File: config.mk
export PLATFORM = sky130hd
export DESIGN_NAME = ime_master
export DESIGN_NICKNAME = d
export VERILOG_FILES = /design/src/ime_pkg.sv /design/src/ime_fifo.sv /design/src/ime_master.sv
export SDC_FILE = /design/constraint.sdc
export NUM_CORES = 1
export LEC_CHECK = 0
export BUFFER_PORTS_ARGS = -buffer_cell sky130_fd_sc_hd__buf_2
export CORE_AREA = 4 4 175 92
export CTS_BUF_LIST = sky130_fd_sc_hd__clkbuf_8
export DETAILED_ROUTE_END_ITERATION = 7
export DIE_AREA = 0 0 179 96
export PLACE_DENSITY = 0.77
export SYNTH_ARGS = -nofsm -noshare
export SYNTH_HDL_FRONTEND = slang
export SYNTH_SLANG_ARGS = --single-unit
File: constraint.sdc
create_clock -name core_clk -period 6.6 [get_ports core_clk]
set_input_delay 0.66 -clock core_clk [delete_from_list [all_inputs] [get_ports core_clk]]
set_output_delay 0.66 -clock core_clk [all_outputs]
set_load 0.01 [all_outputs]
File: src/ime_pkg.sv
// package for the two-wire master transfer engine: constants and carrier types
package ime_pkg;
    localparam int unsigned IME_BYTE_BITS = 8;
    localparam logic [3:0] IME_LAST_BIT = 4'h7;
    localparam logic [3:0] IME_ACK_SLOT = 4'h8;
    localparam logic [7:0] IME_BAUD_RST = 8'h4F;
    localparam logic [7:0] IME_BYTE_RST = 8'h00;
    localparam logic [3:0] IME_CNT_RST = 4'h0;
    localparam logic [7:0] IME_ZERO8 = 8'h00;
    localparam int unsigned IME_FIFO_DEPTH = 8;

    typedef enum logic [3:0] {
        ST_IDLE, ST_START_A, ST_START_B, ST_RST_A, ST_RST_B, ST_RST_C,
        ST_TX_LOW, ST_TX_HIGH, ST_RX_LOW, ST_RX_HIGH,
        ST_ACK_LOW, ST_ACK_HIGH, ST_STOP_A, ST_STOP_B, ST_STOP_C, ST_STOP_D
    } ime_state_t;

    // pin pair for one open-drain line
    typedef struct packed {
        logic o;
        logic oe;
    } ime_pin_t;

    // software request bits
    typedef struct packed {
        logic begin_request;
        logic restart_request;
        logic stop_request;
        logic receive_request;
        logic ack_sequence_request;
    } ime_req_t;

    // status flags
    typedef struct packed {
        logic buffer_full;
        logic write_collision_flag;
        logic ack_result_bit;
        logic receive_overflow_flag;
        logic serial_port_irq_flag;
        logic bus_collision_flag;
        logic begin_detected_bit;
        logic end_detected_flag;
    } ime_flags_t;
endpackage : ime_pkg

File: src/ime_fifo.sv
// small valid/ready fifo for received bytes
`timescale 1ns/1ps
`default_nettype none
module ime_fifo #(
    parameter int unsigned WIDTH = 8,
    parameter int unsigned DEPTH = 8
) (
    input wire logic core_clk,
    input wire logic arst_n,
    input wire logic [WIDTH-1:0] in_data,
    input wire logic in_valid,
    output logic in_ready,
    output logic [WIDTH-1:0] out_data,
    output logic out_valid,
    input wire logic out_ready
);
    localparam int unsigned AW = $clog2(DEPTH);
    typedef struct packed {
        logic [AW:0] wp;
        logic [AW:0] rp;
    } ime_fifo_st_t;
    ime_fifo_st_t st, next_st;
    logic [WIDTH-1:0] mem [DEPTH];
    logic full;
    logic empty;

    assign empty = (st.wp == st.rp);
    assign full = (st.wp[AW-1:0] == st.rp[AW-1:0]) && (st.wp[AW] != st.rp[AW]);
    assign in_ready = !full;
    assign out_valid = !empty;
    assign out_data = mem[st.rp[AW-1:0]];

    always_comb begin
        next_st = st;
        if (in_valid && !full) begin
            next_st.wp = st.wp + 1'b1;
        end
        if (out_ready && !empty) begin
            next_st.rp = st.rp + 1'b1;
        end
    end

    always_ff @(posedge core_clk) begin
        if (in_valid && !full) begin
            mem[st.wp[AW-1:0]] <= in_data;
        end
    end

    always_ff @(posedge core_clk or negedge arst_n) begin
        if (!arst_n) begin
            st <= '0;
        end else begin
            st <= next_st;
        end
    end
endmodule : ime_fifo
`default_nettype wire

File: src/ime_master.sv
// two-wire bus master transfer engine with byte shifter, flags and bus monitor
`timescale 1ns/1ps
`default_nettype none
module ime_master
    import ime_pkg::*;
(
    input wire logic core_clk,
    input wire logic arst_n,
    input wire logic port_enable,
    input wire logic [7:0] baud_reload_reg,
    input wire logic wr_buffer,
    input wire logic [7:0] wr_data,
    input wire logic rd_buffer,
    input wire logic set_begin,
    input wire logic set_restart,
    input wire logic set_stop,
    input wire logic set_receive,
    input wire logic set_ack_sequence,
    input wire logic ack_value_bit,
    input wire logic clr_irq,
    input wire logic clr_write_collision,
    input wire logic clr_overflow,
    input wire logic clr_bus_collision,
    input wire logic scl_i,
    output logic scl_o,
    output logic scl_oe,
    input wire logic sda_i,
    output logic sda_o,
    output logic sda_oe,
    output logic [7:0] xfer_buffer,
    output ime_flags_t flags,
    output ime_req_t reqs,
    output logic [7:0] rx_data,
    output logic rx_valid,
    input wire logic rx_ready
);
    typedef struct packed {
        ime_state_t state;
        logic [7:0] brg;
        logic brg_run;
        logic [7:0] shift_register;
        logic [3:0] bit_cnt;
        logic receiving;
        logic [7:0] xfer_buffer;
        ime_flags_t flags;
        ime_req_t reqs;
        logic scl_low;
        logic sda_low;
        logic [1:0] scl_sync;
        logic [1:0] sda_sync;
        logic scl_prev;
        logic sda_prev;
        logic bus_busy;
        logic [7:0] rx_data;
        logic rx_push;
    } ime_st_t;

    ime_st_t st, next_st;
    logic scl_s;
    logic sda_s;
    logic tick;
    logic fifo_in_ready;
    logic fifo_valid;
    logic [7:0] fifo_data;

    assign scl_s = st.scl_sync[1];
    assign sda_s = st.sda_sync[1];
    assign tick = st.brg_run && (st.brg == IME_ZERO8);

    // received bytes also stream out; a full fifo refuses the next receive request
    ime_fifo #(.WIDTH(IME_BYTE_BITS), .DEPTH(IME_FIFO_DEPTH)) u_fifo (
        .core_clk(core_clk),
        .arst_n(arst_n),
        .in_data(st.rx_data),
        .in_valid(st.rx_push),
        .in_ready(fifo_in_ready),
        .out_data(fifo_data),
        .out_valid(fifo_valid),
        .out_ready(rx_ready)
    );

    always_comb begin
        next_st = st;
        next_st.rx_push = 1'b0;
        next_st.scl_sync = {st.scl_sync[0], scl_i};
        next_st.sda_sync = {st.sda_sync[0], sda_i};
        next_st.scl_prev = scl_s;
        next_st.sda_prev = sda_s;

        // baud down-counter
        if (st.brg_run) begin
            next_st.brg = (st.brg == IME_ZERO8) ? baud_reload_reg : st.brg - 8'h01;
        end

        // software flag clears first so a same-cycle hardware set wins
        if (clr_irq) next_st.flags.serial_port_irq_flag = 1'b0;
        if (clr_write_collision) next_st.flags.write_collision_flag = 1'b0;
        if (clr_overflow) next_st.flags.receive_overflow_flag = 1'b0;
        if (clr_bus_collision) next_st.flags.bus_collision_flag = 1'b0;
        if (rd_buffer && st.receiving && st.state == ST_IDLE) begin
            next_st.flags.buffer_full = 1'b0;
        end

        // bus monitor: start and stop detection
        if (st.scl_prev && scl_s && st.sda_prev && !sda_s) begin
            next_st.flags.begin_detected_bit = 1'b1;
            next_st.flags.end_detected_flag = 1'b0;
            next_st.bus_busy = 1'b1;
        end
        if (st.scl_prev && scl_s && !st.sda_prev && sda_s) begin
            next_st.flags.end_detected_flag = 1'b1;
            next_st.flags.begin_detected_bit = 1'b0;
            next_st.bus_busy = 1'b0;
            if (st.bus_busy && st.state == ST_IDLE) begin
                next_st.flags.serial_port_irq_flag = 1'b1;
            end
        end

        // buffer writes: accepted only when idle
        if (wr_buffer) begin
            if (st.state != ST_IDLE) begin
                next_st.flags.write_collision_flag = 1'b1;
            end else begin
                next_st.xfer_buffer = wr_data;
                next_st.shift_register = wr_data;
                next_st.flags.buffer_full = 1'b1;
                next_st.receiving = 1'b0;
                next_st.bit_cnt = IME_CNT_RST;
                next_st.sda_low = !wr_data[7];
                next_st.scl_low = 1'b1;
                next_st.brg = baud_reload_reg;
                next_st.brg_run = 1'b1;
                next_st.state = ST_TX_LOW;
            end
        end

        // request bits: only one sequence, taken only when idle
        if (st.state == ST_IDLE && !wr_buffer) begin
            if (set_begin) begin
                next_st.reqs.begin_request = 1'b1;
                next_st.sda_low = 1'b0;
                next_st.scl_low = 1'b0;
                next_st.brg = baud_reload_reg;
                next_st.brg_run = 1'b1;
                next_st.state = ST_START_A;
            end else if (set_restart) begin
                next_st.reqs.restart_request = 1'b1;
                next_st.scl_low = 1'b1;
                next_st.sda_low = 1'b0;
                next_st.brg = baud_reload_reg;
                next_st.brg_run = 1'b1;
                next_st.state = ST_RST_A;
            end else if (set_stop) begin
                next_st.reqs.stop_request = 1'b1;
                next_st.sda_low = 1'b1;
                next_st.state = ST_STOP_A;
            end else if (set_receive && fifo_in_ready) begin
                next_st.reqs.receive_request = 1'b1;
                next_st.receiving = 1'b1;
                next_st.sda_low = 1'b0;
                next_st.scl_low = 1'b1;
                next_st.bit_cnt = IME_CNT_RST;
                next_st.brg = baud_reload_reg;
                next_st.brg_run = 1'b1;
                next_st.state = ST_RX_LOW;
            end else if (set_ack_sequence) begin
                next_st.reqs.ack_sequence_request = 1'b1;
                next_st.scl_low = 1'b1;
                next_st.sda_low = !ack_value_bit;
                next_st.brg = baud_reload_reg;
                next_st.brg_run = 1'b1;
                next_st.state = ST_ACK_LOW;
            end
        end

        unique case (st.state)
            ST_IDLE: begin
            end
            ST_START_A: if (tick) begin
                next_st.sda_low = 1'b1;
                next_st.state = ST_START_B;
            end
            ST_START_B: if (tick) begin
                next_st.reqs.begin_request = 1'b0;
                next_st.flags.serial_port_irq_flag = 1'b1;
                next_st.brg_run = 1'b0;
                next_st.scl_low = 1'b1;
                next_st.state = ST_IDLE;
            end
            ST_RST_A: if (tick) begin
                next_st.scl_low = 1'b0;
                next_st.brg_run = 1'b0;
                next_st.state = ST_RST_B;
            end
            ST_RST_B: if (scl_s) begin
                next_st.brg = baud_reload_reg;
                next_st.brg_run = 1'b1;
                next_st.state = ST_RST_C;
            end
            ST_RST_C: if (tick) begin
                if (!st.sda_low) begin
                    next_st.sda_low = 1'b1;
                end else begin
                    next_st.scl_low = 1'b1;
                    next_st.brg_run = 1'b0;
                    next_st.reqs.restart_request = 1'b0;
                    next_st.flags.serial_port_irq_flag = 1'b1;
                    next_st.state = ST_IDLE;
                end
            end
            ST_TX_LOW, ST_RX_LOW, ST_ACK_LOW: if (tick) begin
                next_st.scl_low = 1'b0;
                next_st.brg_run = 1'b0;
                next_st.state = (st.state == ST_TX_LOW) ? ST_TX_HIGH :
                                (st.state == ST_RX_LOW) ? ST_RX_HIGH : ST_ACK_HIGH;
            end
            ST_TX_HIGH: begin
                if (!st.brg_run) begin
                    if (scl_s) begin
                        next_st.brg = baud_reload_reg;
                        next_st.brg_run = 1'b1;
                        if (st.bit_cnt == IME_ACK_SLOT) begin
                            next_st.flags.ack_result_bit = sda_s;
                        end else if (!st.sda_low && !sda_s) begin
                            next_st.flags.bus_collision_flag = 1'b1;
                            next_st.flags.buffer_full = 1'b0;
                            next_st.sda_low = 1'b0;
                            next_st.scl_low = 1'b0;
                            next_st.brg_run = 1'b0;
                            next_st.state = ST_IDLE;
                        end
                    end
                end else if (tick) begin
                    next_st.scl_low = 1'b1;
                    next_st.brg = baud_reload_reg;
                    if (st.bit_cnt == IME_ACK_SLOT) begin
                        next_st.flags.serial_port_irq_flag = 1'b1;
                        next_st.brg_run = 1'b0;
                        next_st.state = ST_IDLE;
                    end else begin
                        if (st.bit_cnt == IME_LAST_BIT) begin
                            next_st.flags.buffer_full = 1'b0;
                            next_st.sda_low = 1'b0;
                        end else begin
                            next_st.sda_low = !st.shift_register[6];
                        end
                        next_st.shift_register = {st.shift_register[6:0], 1'b0};
                        next_st.bit_cnt = st.bit_cnt + 4'h1;
                        next_st.state = ST_TX_LOW;
                    end
                end
            end
            ST_RX_HIGH: begin
                if (!st.brg_run) begin
                    if (scl_s) begin
                        next_st.brg = baud_reload_reg;
                        next_st.brg_run = 1'b1;
                        next_st.shift_register = {st.shift_register[6:0], sda_s};
                    end
                end else if (tick) begin
                    next_st.scl_low = 1'b1;
                    if (st.bit_cnt == IME_LAST_BIT) begin
                        next_st.reqs.receive_request = 1'b0;
                        next_st.xfer_buffer = st.shift_register;
                        next_st.rx_data = st.shift_register;
                        next_st.rx_push = 1'b1;
                        if (st.flags.buffer_full) begin
                            next_st.flags.receive_overflow_flag = 1'b1;
                        end
                        next_st.flags.buffer_full = 1'b1;
                        next_st.flags.serial_port_irq_flag = 1'b1;
                        next_st.brg_run = 1'b0;
                        next_st.state = ST_IDLE;
                    end else begin
                        next_st.brg = baud_reload_reg;
                        next_st.bit_cnt = st.bit_cnt + 4'h1;
                        next_st.state = ST_RX_LOW;
                    end
                end
            end
            ST_ACK_HIGH: begin
                if (!st.brg_run) begin
                    if (scl_s) begin
                        next_st.brg = baud_reload_reg;
                        next_st.brg_run = 1'b1;
                        if (!st.sda_low && !sda_s) begin
                            next_st.flags.bus_collision_flag = 1'b1;
                        end
                    end
                end else if (tick) begin
                    next_st.scl_low = 1'b1;
                    next_st.reqs.ack_sequence_request = 1'b0;
                    next_st.brg_run = 1'b0;
                    next_st.state = ST_IDLE;
                end
            end
            ST_STOP_A: if (!sda_s) begin
                next_st.brg = baud_reload_reg;
                next_st.brg_run = 1'b1;
                next_st.state = ST_STOP_B;
            end
            ST_STOP_B: if (tick) begin
                next_st.scl_low = 1'b0;
                next_st.brg_run = 1'b0;
                next_st.state = ST_STOP_C;
            end
            ST_STOP_C: begin
                if (!st.brg_run) begin
                    if (scl_s) begin
                        next_st.brg = baud_reload_reg;
                        next_st.brg_run = 1'b1;
                    end
                end else if (tick) begin
                    next_st.sda_low = 1'b0;
                    next_st.brg = baud_reload_reg;
                    next_st.state = ST_STOP_D;
                end
            end
            ST_STOP_D: if (tick) begin
                next_st.reqs.stop_request = 1'b0;
                next_st.flags.serial_port_irq_flag = 1'b1;
                next_st.brg_run = 1'b0;
                next_st.state = ST_IDLE;
            end
        endcase

        // disabling the port aborts everything and frees the lines
        if (!port_enable) begin
            next_st.state = ST_IDLE;
            next_st.brg_run = 1'b0;
            next_st.scl_low = 1'b0;
            next_st.sda_low = 1'b0;
            next_st.reqs = '0;
            next_st.flags.begin_detected_bit = 1'b0;
            next_st.flags.end_detected_flag = 1'b0;
            next_st.bus_busy = 1'b0;
        end
    end

    always_ff @(posedge core_clk or negedge arst_n) begin
        if (!arst_n) begin
            st <= '0;
            st.state <= ST_IDLE;
            st.brg <= IME_BAUD_RST;
            st.scl_sync <= 2'h3;
            st.sda_sync <= 2'h3;
            st.scl_prev <= 1'b1;
            st.sda_prev <= 1'b1;
        end else begin
            st <= next_st;
        end
    end

    // open drain: output value is always low, only enables move
    assign scl_o = 1'b0;
    assign sda_o = 1'b0;
    assign scl_oe = st.scl_low;
    assign sda_oe = st.sda_low;
    assign xfer_buffer = st.xfer_buffer;
    assign flags = st.flags;
    assign reqs = st.reqs;
    assign rx_data = fifo_data;
    assign rx_valid = fifo_valid;
endmodule : ime_master
`default_nettype wire

==> impl_results.md, run 1 <==
- Status: completed
- N_diodes: 0
- Cells after Synth: ~670
- Final setup TNS: 0 ns
- Max Transition Viols Final: 0
- Worst EP required: 6.94 ns
- Primary FF master, synth: edfxtp_1
- CTS tree: yes
- Final instance area: a little under 0.008 sq mm
- Clk_lat worst skew: 0.45 ns
- Post-synthesis register bit count: between 100 and 150
- Least-Margin Pin Slew: ~1.2 ns
- CTS HTree Levels: 4
- Max Freq: between 200 and 300 MHz
- Clk_skew: between 0.015 and 0.02 ns
- Count of final hold-check violations: 0
- CTS root buf: clkbuf_8
- Slowest stage cell on the critical path: dfrtp_1
- Vias after detailed routing: between 5,000 and 6,000
- Area Overhead vs Synth: 10.1%
- Total Power: roughly 3.1 mW
- Startpoint Class: register
- Vias/cell: roughly 6.0
- Die height: approximately 96 um
- RSZ-0062 raised after global routing: false
- Die X: between 150 and 200 um
- Clock Sink Count: between 100 and 150
- VDD IR max: 0.139 mV
- Post-CTS Setup Bufs: 0
- First drt pass iteration count: 7
- GP Congestion: 0.935
- Initial Utilization: 49.9%
- Largest net degree at the start of global routing: 73
- Placed inst area: between 0.007 and 0.008 sq mm
- Worst min path class: in2reg
- Final Non-Filler Cells: just over 900
- Synth unique cells: 77
- Cells after DPL: ~880
- Initial antenna violation count: 0
- EDFF count, synth: 64
- Total gr overflow: 0
- Port bufs: 65
- Final ANT Viol Nets: 0
- Initial DRC Count: roughly 600
- Post-Route WL: 17,700 um
- Ratio of cells with drive above 1 in the final layout: a little over a fifth
- Nets: around 740
- Cell Rows: 31
- Worst path max stage delay: 1.11 ns
- Critical path capture point type: register
- Post-synth ARST share: between 50% and 60%
- I/O Pins: 68
- Crit-path cells: xor2_1 > o41ai_4 > a21oi_2 > o41a_2 > nor3_1 > mux2_2 > a221o_1
- # DRC: 0
- Final core utilization: 54.9%
- P per Cell Area: ~390 mW/mm^2
- Core area: approximately 0.014 sq mm
- Post-DP HPWL: about 12,000 um
- Hold-fix buffers at CTS: 0
- Syn avg cell area: ~11 sq um
- Max Root-Sink Buffers: 2
- Critical setup path kind: reg2reg
- Critical path fanouts, max: 20
- Syn. warnings: 0
- Total CTS buffers: 17
- Number of global-route vias before repair: ~5,300
- Pleak: approximately 3.3 nW
- Routed len/inst: roughly 19 um
- Total track usage: between 20% and 30%
- Global-route wire length before repair: 28,300 um
- Slew HR: between 20% and 30%
- Max-cap viol count: 0
- DIE AREA: about 0.017 sq mm
- Final min period: 3.71 ns
- Sequential fraction of the synthesis area: a little over half
- Fin crit share: a little under three fifths
- Worst-path clk slew: 0.10 ns
- Final setup fails: 0
- Critical Path AT: about 4.1 ns
- Gates resized, CTS repair: 0
- Cell Area, Synth: slightly above 0.007 sq mm
-- state kept, by name, summed over array words and instances (netlist names) --
register	count
next_st	4
reqs	5
flags	8
xfer_buffer	8
sda_oe	1
st	37
u_fifo.mem	64
scl_oe	1
u_fifo.st	8
-- stage by stage --
step                hold slack, ns  setup WS, ns
floorplan                    0.345          3.92
global placement             0.345          3.06
detailed placement           0.348          2.90
CTS                          0.290          2.92
global route                 0.275          2.69
finish                       0.311          2.89
-- cell families (layout without fill, tap and decap cells) --
logic type | after synthesis | count (layout) | share of synthesized area [%]
AND/OR/NAND/NOR | 214 | 214 | 14.5
AO/OA/AOI/OAI | 184 | 184 | 16.8
flip-flops | 136 | 136 | 52.1
buffers and inverters | 86 | 128 | 6.01
multiplexers | 29 | 29 | 7.32
XOR/XNOR | 17 | 17 | 2.18
adder cells (fa/ha/maj) | 6 | 6 | 1.05
other | 1 | 2 | 0.0522
-- cell usage in the layout (no fill, tap or decap), drive strengths merged, types with 9 or more instances in the layout --
| master | instances |
|---|---|
| xnor2 | 9 |
| inv | 32 |
| a31oi | 11 |
| nor2 | 41 |
| nand3 | 13 |
| edfxtp | 64 |
| a21oi | 54 |
| mux4 | 16 |
| and3 | 13 |
| mux2 | 13 |
| dfrtp | 61 |
| buf | 73 |
| dfstp | 11 |
| clkbuf | 17 |
| nand2 | 77 |
| nor3 | 22 |
| o21ai | 51 |
| nand2b | 12 |
-- worst paths after layout --
path | start | end | slack [ns] | cells past startpoint
worst max-delay path | u_fifo.st[0] | st[57] | 2.89 | 7
worst min-delay path | sda_i | next_st[13] | 0.31 | 1
worst max register to register | u_fifo.st[0] | st[57] | 2.89 | 7
worst min register to register | next_st[15] | next_st[11] | 0.36 | 0
max in group asynchronous | arst_n | st[6] | 5.64 | 1
min in group asynchronous | arst_n | st[52] | 0.32 | 1
-- per-layer routing --
metal / wire, um / global-route usage, %
met5: 0 / 0
met4: 338 / 6.96
met3: 1170 / 4.36
met2: 8700 / 35.5
met1: 7530 / 28.3
-- report_power, final --
group | leakage, nW | switching (mW) | total [mW] | internal (mW)
Clock | 0.219 | 0.394 | 0.754 | 0.360
Combinational | 1.48 | 0.630 | 1.15 | 0.518
Sequential | 1.58 | 0.198 | 1.21 | 1.01
-- Yosys cell counts (all sizes together) (16+ instances only) --
library cell / n / area [sq um]
a21oi: 54 / 274
clkbuf: 27 / 101
nor3: 22 / 110
mux4: 16 / 379
dfrtp: 61 / 1530
nand2: 77 / 292
nor2: 41 / 156
edfxtp: 64 / 1920
buf: 36 / 244
inv: 21 / 78.8
o21ai: 51 / 255
-- area by class of cell --
class	count	area, sq um
clock buffer	17	234
fill	1211	6490
tap	198	248
clock inverter	15	194
sequential	136	3740
inverter	23	86.3
multi-input combinational	452	3010
timing repair buffer	73	388
-- critical path: cells and delay by family, from the launching register on --
kind / cells / cell delay (ns)
compound gates: 4 / 1.54
flops: 1 / 1.11
mux: 1 / 0.39
simple gates: 1 / 0.31
xor+xnor: 1 / 0.26
Note: power is estimated with default switching activity, not from simulation.
==> inputs of run 2 (changes only) <==
==> constraint.sdc (replaced) <==
create_clock -name core_clk -period 3.6 [get_ports core_clk]
set_input_delay 0.36 -clock core_clk [delete_from_list [all_inputs] [get_ports core_clk]]
set_output_delay 0.36 -clock core_clk [all_outputs]
set_load 0.01 [all_outputs]
==> impl_results.md, run 2 (same netlist as run 1, synthesis figures left out) <==
- Commonest non-fill, non-tap cell in the layout: nand2_1 (unchanged)
- Max Freq: 336 MHz (was 270 MHz)
- Count of final hold-check violations: 0 (unchanged)
- Total CTS buffers: 17 (unchanged)
- Pleak: 3.41 nW (was 3.28 nW)
- Fin crit share: 82.7% (was 56.2%)
- Reg-to-Reg Start: u_fifo.st[5] (was u_fifo.st[0])
- Slew HR: 36.9% (was 23.3%)
- Cell Rows: 31 (unchanged)
- Max-cap viol count: 0 (unchanged)
- Core area: 0.0144 sq mm (unchanged)
- Startpoint Class: register (unchanged)
- Critical Path AT: 3.31 ns (was 4.05 ns)
- Nets: 760 (was 743)
- Worst path max stage delay: 0.52 ns (was 1.11 ns)
- N_diodes: 0 (unchanged)
- Hold Slack: 0.0389 ns (was 0.311 ns)
- Final ANT Viol Nets: 0 (unchanged)
- Critical path capture point type: register (unchanged)
- Final min period: 2.98 ns (was 3.71 ns)
- Initial Utilization: 49.9% (unchanged)
- Initial antenna violation count: 0 (unchanged)
- FF-to-FF End: st[57] (unchanged)
- Worst R2R Setup Slack: 0.62 ns (was 2.89 ns)
- Routed len/inst: 18.9 um (was 19.4 um)
- Max FFs per register: 64 (unchanged)
- Final setup TNS: 0 ns (unchanged)
- Largest net degree at the start of global routing: 73 (unchanged)
- Critical setup path kind: reg2reg (unchanged)
- CTS tree: yes (unchanged)
- Clk_lat worst skew: 0.44 ns (was 0.45 ns)
- Cells after DPL: 897 (was 882)
- Vias/cell: 5.95 (was 6.00)
- RSZ-0062 raised after global routing: false (unchanged)
- Total track usage: 21.2% (was 21.3%)
- Post-DP HPWL: 12,200 um (was 11,900 um)
- Least-Margin Pin Slew: 0.947 ns (was 1.15 ns)
- Ratio of cells with drive above 1 in the final layout: 23.5% (was 21.9%)
- Crit-path cells: xor2_2 > o41ai_4 > a21oi_2 > o41a_2 > nor3_1 > mux2_2 > a221o_1 (was xor2_1 > o41ai_4 > a21oi_2 > o41a_2 > nor3_1 > mux2_2 > a221o_1)
- Critical path startpoint: u_fifo.st[5] (was u_fifo.st[0])
- DIE AREA: 0.0172 sq mm (unchanged)
- Max Transition Viols Final: 0 (unchanged)
- VDD IR max: 0.308 mV (was 0.139 mV)
- Final instance area: 0.00804 sq mm (was 0.00790 sq mm)
- P per Cell Area: 700 mW/mm^2 (was 394 mW/mm^2)
- Number of global-route vias before repair: 5,363 (was 5,331)
- Final core utilization: 55.9% (was 54.9%)
- Final Non-Filler Cells: 931 (was 914)
- Critical path fanouts, max: 8 (was 20)
- Setup slack after layout: 0.624 ns (was 2.89 ns)
- Max Root-Sink Buffers: 2 (unchanged)
- Post-Route WL: 17,600 um (was 17,700 um)
- Clk_skew: 0.0110 ns (was 0.0187 ns)
- Vias after detailed routing: 5,543 (was 5,480)
- I/O Pins: 68 (unchanged)
- Worst Setup EP: st[57] (unchanged)
- Worst min path class: in2async (was in2reg)
- GP Congestion: 0.917 (was 0.935)
- Total gr overflow: 0 (unchanged)
- Final setup fails: 0 (unchanged)
- Port bufs: 65 (unchanged)
- First drt pass iteration count: 7 (unchanged)
- Placed inst area: 0.00758 sq mm (was 0.00747 sq mm)
- Post-CTS Setup Bufs: 0 (unchanged)
- Setup WS pre-CTS: 0.688 ns (was 2.90 ns)
- Worst EP required: 3.93 ns (was 6.94 ns)
- Most frequent cells in the layout: nand2_1 (76), buf_2 (64), edfxtp_1 (64), dfrtp_1 (61), a21oi_1 (53) (unchanged)
- Clock Sink Count: 136 (unchanged)
- Status: completed (unchanged)
- Worst-path clk slew: 0.09 ns (was 0.10 ns)
- Gates resized, CTS repair: 0 (unchanged)
- Initial DRC Count: 857 (was 595)
- Slowest stage cell on the critical path: o41a_2 (was dfrtp_1)
- CTS HTree Levels: 4 (unchanged)
- Global-route wire length before repair: 28,600 um (was 28,300 um)
- Worst Reg-to-Reg Cells: 7 (unchanged)
- Die X: 179 um (unchanged)
- CTS root buf: clkbuf_8 (unchanged)
- # DRC: 0 (unchanged)
- Area Overhead vs Synth: 12.0% (was 10.1%)
- Total Power: 5.63 mW (was 3.11 mW)
- Die height: 96 um (unchanged)
run 2: worst min-delay path by stage:
stage,startpoint,endpoint,slack (ns),cells past startpoint
after floorplan,arst_n,flags[0],0.06,0
after global placement,next_st[15],next_st[11],0.35,0
after detailed placement,next_st[13],next_st[10],0.35,0
after CTS,clr_overflow,flags[4],0.07,2
after global routing,clr_write_collision,flags[6],0.08,2
final,arst_n,flags[2],0.04,1
run 2: layer usage:
metal,up-vias,track usage [%],routed length (um)
met5,-,0,0
met4,0,6.19,255
met3,31,4.40,1370
met2,268,35.5,8620
met1,2672,28.4,7360
li1,2572,-,-
run 2: final cells by class:
class                           instances  area (sq um)
Tap cell                              198           248
Inverter                               23          86.3
Clock inverter                         15           199
Fill cell                            1221          6350
Sequential cell                       136          3740
Clock buffer                           17           234
Timing Repair Buffer                   90           520
Multi-Input combinational cell        452          3010
run 2: repair_timing:
action	in CTS	in global routing
endpoints found under the setup margin	0	0
hold buffers	2	0
endpoints found under the hold margin	2	0
run 2: report_power, final:
group | total (mW) | internal (mW) | leakage [nW] | switching [mW]
combinational | 2.15 | 0.911 | 1.57 | 1.24
clock | 1.39 | 0.664 | 0.222 | 0.724
sequential | 2.09 | 1.85 | 1.62 | 0.237
run 2: worst max-delay path: cells and delay by family (launching register included):
kind / cells / cell delay (ns)
flops: 1 / 0.48
compound gates: 4 / 1.50
mux: 1 / 0.38
xor+xnor: 1 / 0.20
simple gates: 1 / 0.30
==> inputs of run 3 (changes only) <==
--- a/config.mk
+++ b/config.mk
@@ -10,7 +10,7 @@
 export CTS_BUF_LIST = sky130_fd_sc_hd__clkbuf_8
 export DETAILED_ROUTE_END_ITERATION = 7
 export DIE_AREA = 0 0 179 96
-export PLACE_DENSITY = 0.77
+export PLACE_DENSITY = 0.8
 export SYNTH_ARGS = -nofsm -noshare
 export SYNTH_HDL_FRONTEND = slang
 export SYNTH_SLANG_ARGS = --single-unit
==> constraint.sdc (replaced) <==
create_clock -name core_clk -period 2.7 [get_ports core_clk]
set_input_delay 0.27 -clock core_clk [delete_from_list [all_inputs] [get_ports core_clk]]
set_output_delay 0.27 -clock core_clk [all_outputs]
set_load 0.01 [all_outputs]
==> impl_results.md, run 3 (same netlist as run 1, synthesis figures left out) <==
- Clk_skew: 0.0180 ns (was 0.0110 ns)
- Vias/cell: 5.98 (was 5.95)
- Die X: 179 um (unchanged)
- Number of global-route vias before repair: 5,463 (was 5,363)
- Max Freq: 378 MHz (was 336 MHz)
- Max FFs per register: 64 (unchanged)
- Routed len/inst: 18.9 um (about the same)
- Setup slack after layout: 0.0547 ns (was 0.624 ns)
- Nets: 792 (was 760)
- Reg-to-Reg Start: u_fifo.st[4] (was u_fifo.st[5])
- CTS HTree Levels: 4 (unchanged)
- Worst min path class: in2reg (was in2async)
- Total track usage: 22.0% (was 21.2%)
- Sequential share of power: 35.1% (was 37.1%)
- GP Congestion: 0.936 (was 0.917)
- Critical setup path kind: reg2reg (unchanged)
- Core area: 0.0144 sq mm (unchanged)
- Max layer used: met4 (unchanged)
- Least-Margin Pin Slew: 0.939 ns (was 0.947 ns)
- Final min period: 2.65 ns (was 2.98 ns)
- NetSw: 3.07 mW (was 2.20 mW)
- Total gr overflow: 0 (unchanged)
- Clk_lat worst skew: 0.46 ns (was 0.44 ns)
- Fillers: 1,179 (was 1,221)
- Startpoint Class: register (unchanged)
- Initial DRC Count: 655 (was 857)
- Cell Rows: 31 (unchanged)
- First drt pass iteration count: 6 (was 7)
- FF-to-FF End: st[58] (was st[57])
- I/O Pins: 68 (unchanged)
- Max-cap viol count: 0 (unchanged)
- Critical Path AT: 2.99 ns (was 3.31 ns)
- N_diodes: 0 (unchanged)
- Count of final hold-check violations: 0 (unchanged)
- Most frequent cells in the layout: nand2_1 (75), buf_2 (64), edfxtp_1 (64), dfrtp_1 (61), a21oi_1 (53) (was nand2_1 (76), buf_2 (64), edfxtp_1 (64), dfrtp_1 (61), a21oi_1 (53))
- RSZ-0062 raised after global routing: true (was false)
- Setup WS pre-CTS: 0.0522 ns (was 0.688 ns)
- Total CTS buffers: 17 (unchanged)
- Global-route wire length before repair: 29,100 um (was 28,600 um)
- Worst Setup EP: st[58] (was st[57])
- Initial antenna violation count: 0 (unchanged)
- Initial Utilization: 49.9% (unchanged)
- Critical path capture point type: register (unchanged)
- Clock network fraction of design power: 22.4% (was 24.7%)
- Final setup fails: 0 (unchanged)
- Ratio of cells with drive above 1 in the final layout: 27.2% (was 23.5%)
- Gate power share: 42.5% (was 38.2%)
- Slew HR: 37.4% (was 36.9%)
- Pleak: 3.52 nW (was 3.41 nW)
- # DRC: 0 (unchanged)
- Wire length on met1: 7580 um (was 7360 um)
- Final core utilization: 57.8% (was 55.9%)
- Largest net degree at the start of global routing: 73 (unchanged)
- CTS tree: yes (unchanged)
- Critical path startpoint: u_fifo.st[4] (was u_fifo.st[5])
- Commonest non-fill, non-tap cell in the layout: nand2_1 (unchanged)
- Final ANT Viol Nets: 0 (unchanged)
- P per Cell Area: 943 mW/mm^2 (was 700 mW/mm^2)
- Max Transition Viols Final: 0 (unchanged)
- VDD IR max: 0.326 mV (was 0.308 mV)
- Worst Reg-to-Reg Cells: 9 (was 7)
- Critical path fanouts, max: 6 (was 8)
- Met2 routed WL: 8800 um (was 8620 um)
- CTS root buf: clkbuf_8 (unchanged)
- Clock Sink Count: 136 (unchanged)
- Worst R2R Setup Slack: 0.05 ns (was 0.62 ns)
- DIE AREA: 0.0172 sq mm (unchanged)
- Max Root-Sink Buffers: 2 (unchanged)
- Post-Route WL: 18,200 um (was 17,600 um)
- Area Overhead vs Synth: 16.0% (was 12.0%)
- Post-DP HPWL: 12,600 um (was 12,200 um)
- Worst EP required: 3.05 ns (was 3.93 ns)
- Cell Int Power: 4.78 mW (was 3.43 mW)
- Total Power: 7.85 mW (was 5.63 mW)
- Worst-path clk slew: 0.10 ns (was 0.09 ns)
- Die height: 96 um (unchanged)
- Fin crit share: 98.0% (was 82.7%)
- Status: completed (unchanged)
- Port bufs: 65 (unchanged)
- Net Sw Frac: 39.1% (about the same)
- WL met3: 1420 um (was 1370 um)
- Vias after detailed routing: 5,762 (was 5,543)
-- run 3: metrics by stage --
stage | instance area [sq um] | hold WS [ns] | setup TNS, ns | instances
after floorplan | 7180 | -0.0256 | 0 | 674
after global placement | 7800 | 0.345 | 0 | 921
after detailed placement | 7800 | 0.347 | 0 | 921
after CTS | 8260 | 0.0149 | 0 | 958
after global routing | 8320 | 0.0190 | -0.0284 | 963
final | 8320 | 0.0441 | 0 | 963
-- run 3: worst min path at each step --
stage / start / endpoint / slack [ns] / depth (start not counted)
finish: baud_reload_reg[1] / st[54] / 0.04 / 2
global route: baud_reload_reg[1] / st[54] / 0.02 / 2
CTS: baud_reload_reg[1] / st[54] / 0.01 / 2
detailed placement: next_st[15] / next_st[11] / 0.35 / 0
global placement: next_st[15] / next_st[11] / 0.35 / 0
floorplan: arst_n / flags[0] / -0.03 / 0
-- run 3: repair_timing --
item | 4_1_cts | 5_1_grt
setup endpoints to repair | 0 | 17
gates resized for setup | 0 | 9
setup buffers | 0 | 5
hold buffers | 5 | 0
hold endpoints to repair | 65 | 0
-- run 3: worst max-delay path: stages (launching register included) --
cell	delay, ns
dfrtp_1	0.45
xor2_2	0.20
o41ai_4	0.45
a21oi_2	0.13
buf_4	0.17
o41ai_4	0.27
buf_4	0.20
nand2_4	0.08
o221a_1	0.23
o41a_1	0.37
-- run 3: power groups by stage --
stage,sequential (mW),clock [mW],combinational (mW)
after floorplan,2.69,0,2.37
after detailed placement,2.78,0,3.22
after CTS,2.74,1.78,3.25
final,2.76,1.76,3.34
after global routing,2.79,1.89,3.65
after global placement,2.77,0,3.19
-- run 3: area by class of cell --
type / count / area, sq um / share of cell area [%]
Multi-Input combinational cell: 452 / 3040 / 36.5
Clock buffer: 17 / 234 / 2.81
Tap cell: 198 / 248 / 2.98
Inverter: 23 / 86.3 / 1.04
Timing Repair Buffer: 122 / 806 / 9.68
Clock inverter: 15 / 171 / 2.06
Sequential cell: 136 / 3740 / 44.9
-- run 3: metal layers --
metal  vias up  track usage, %
li1       2621               -
met5         -               0
met4         0            8.04
met2       298            35.8
met1      2794            29.7
met3        49            4.47
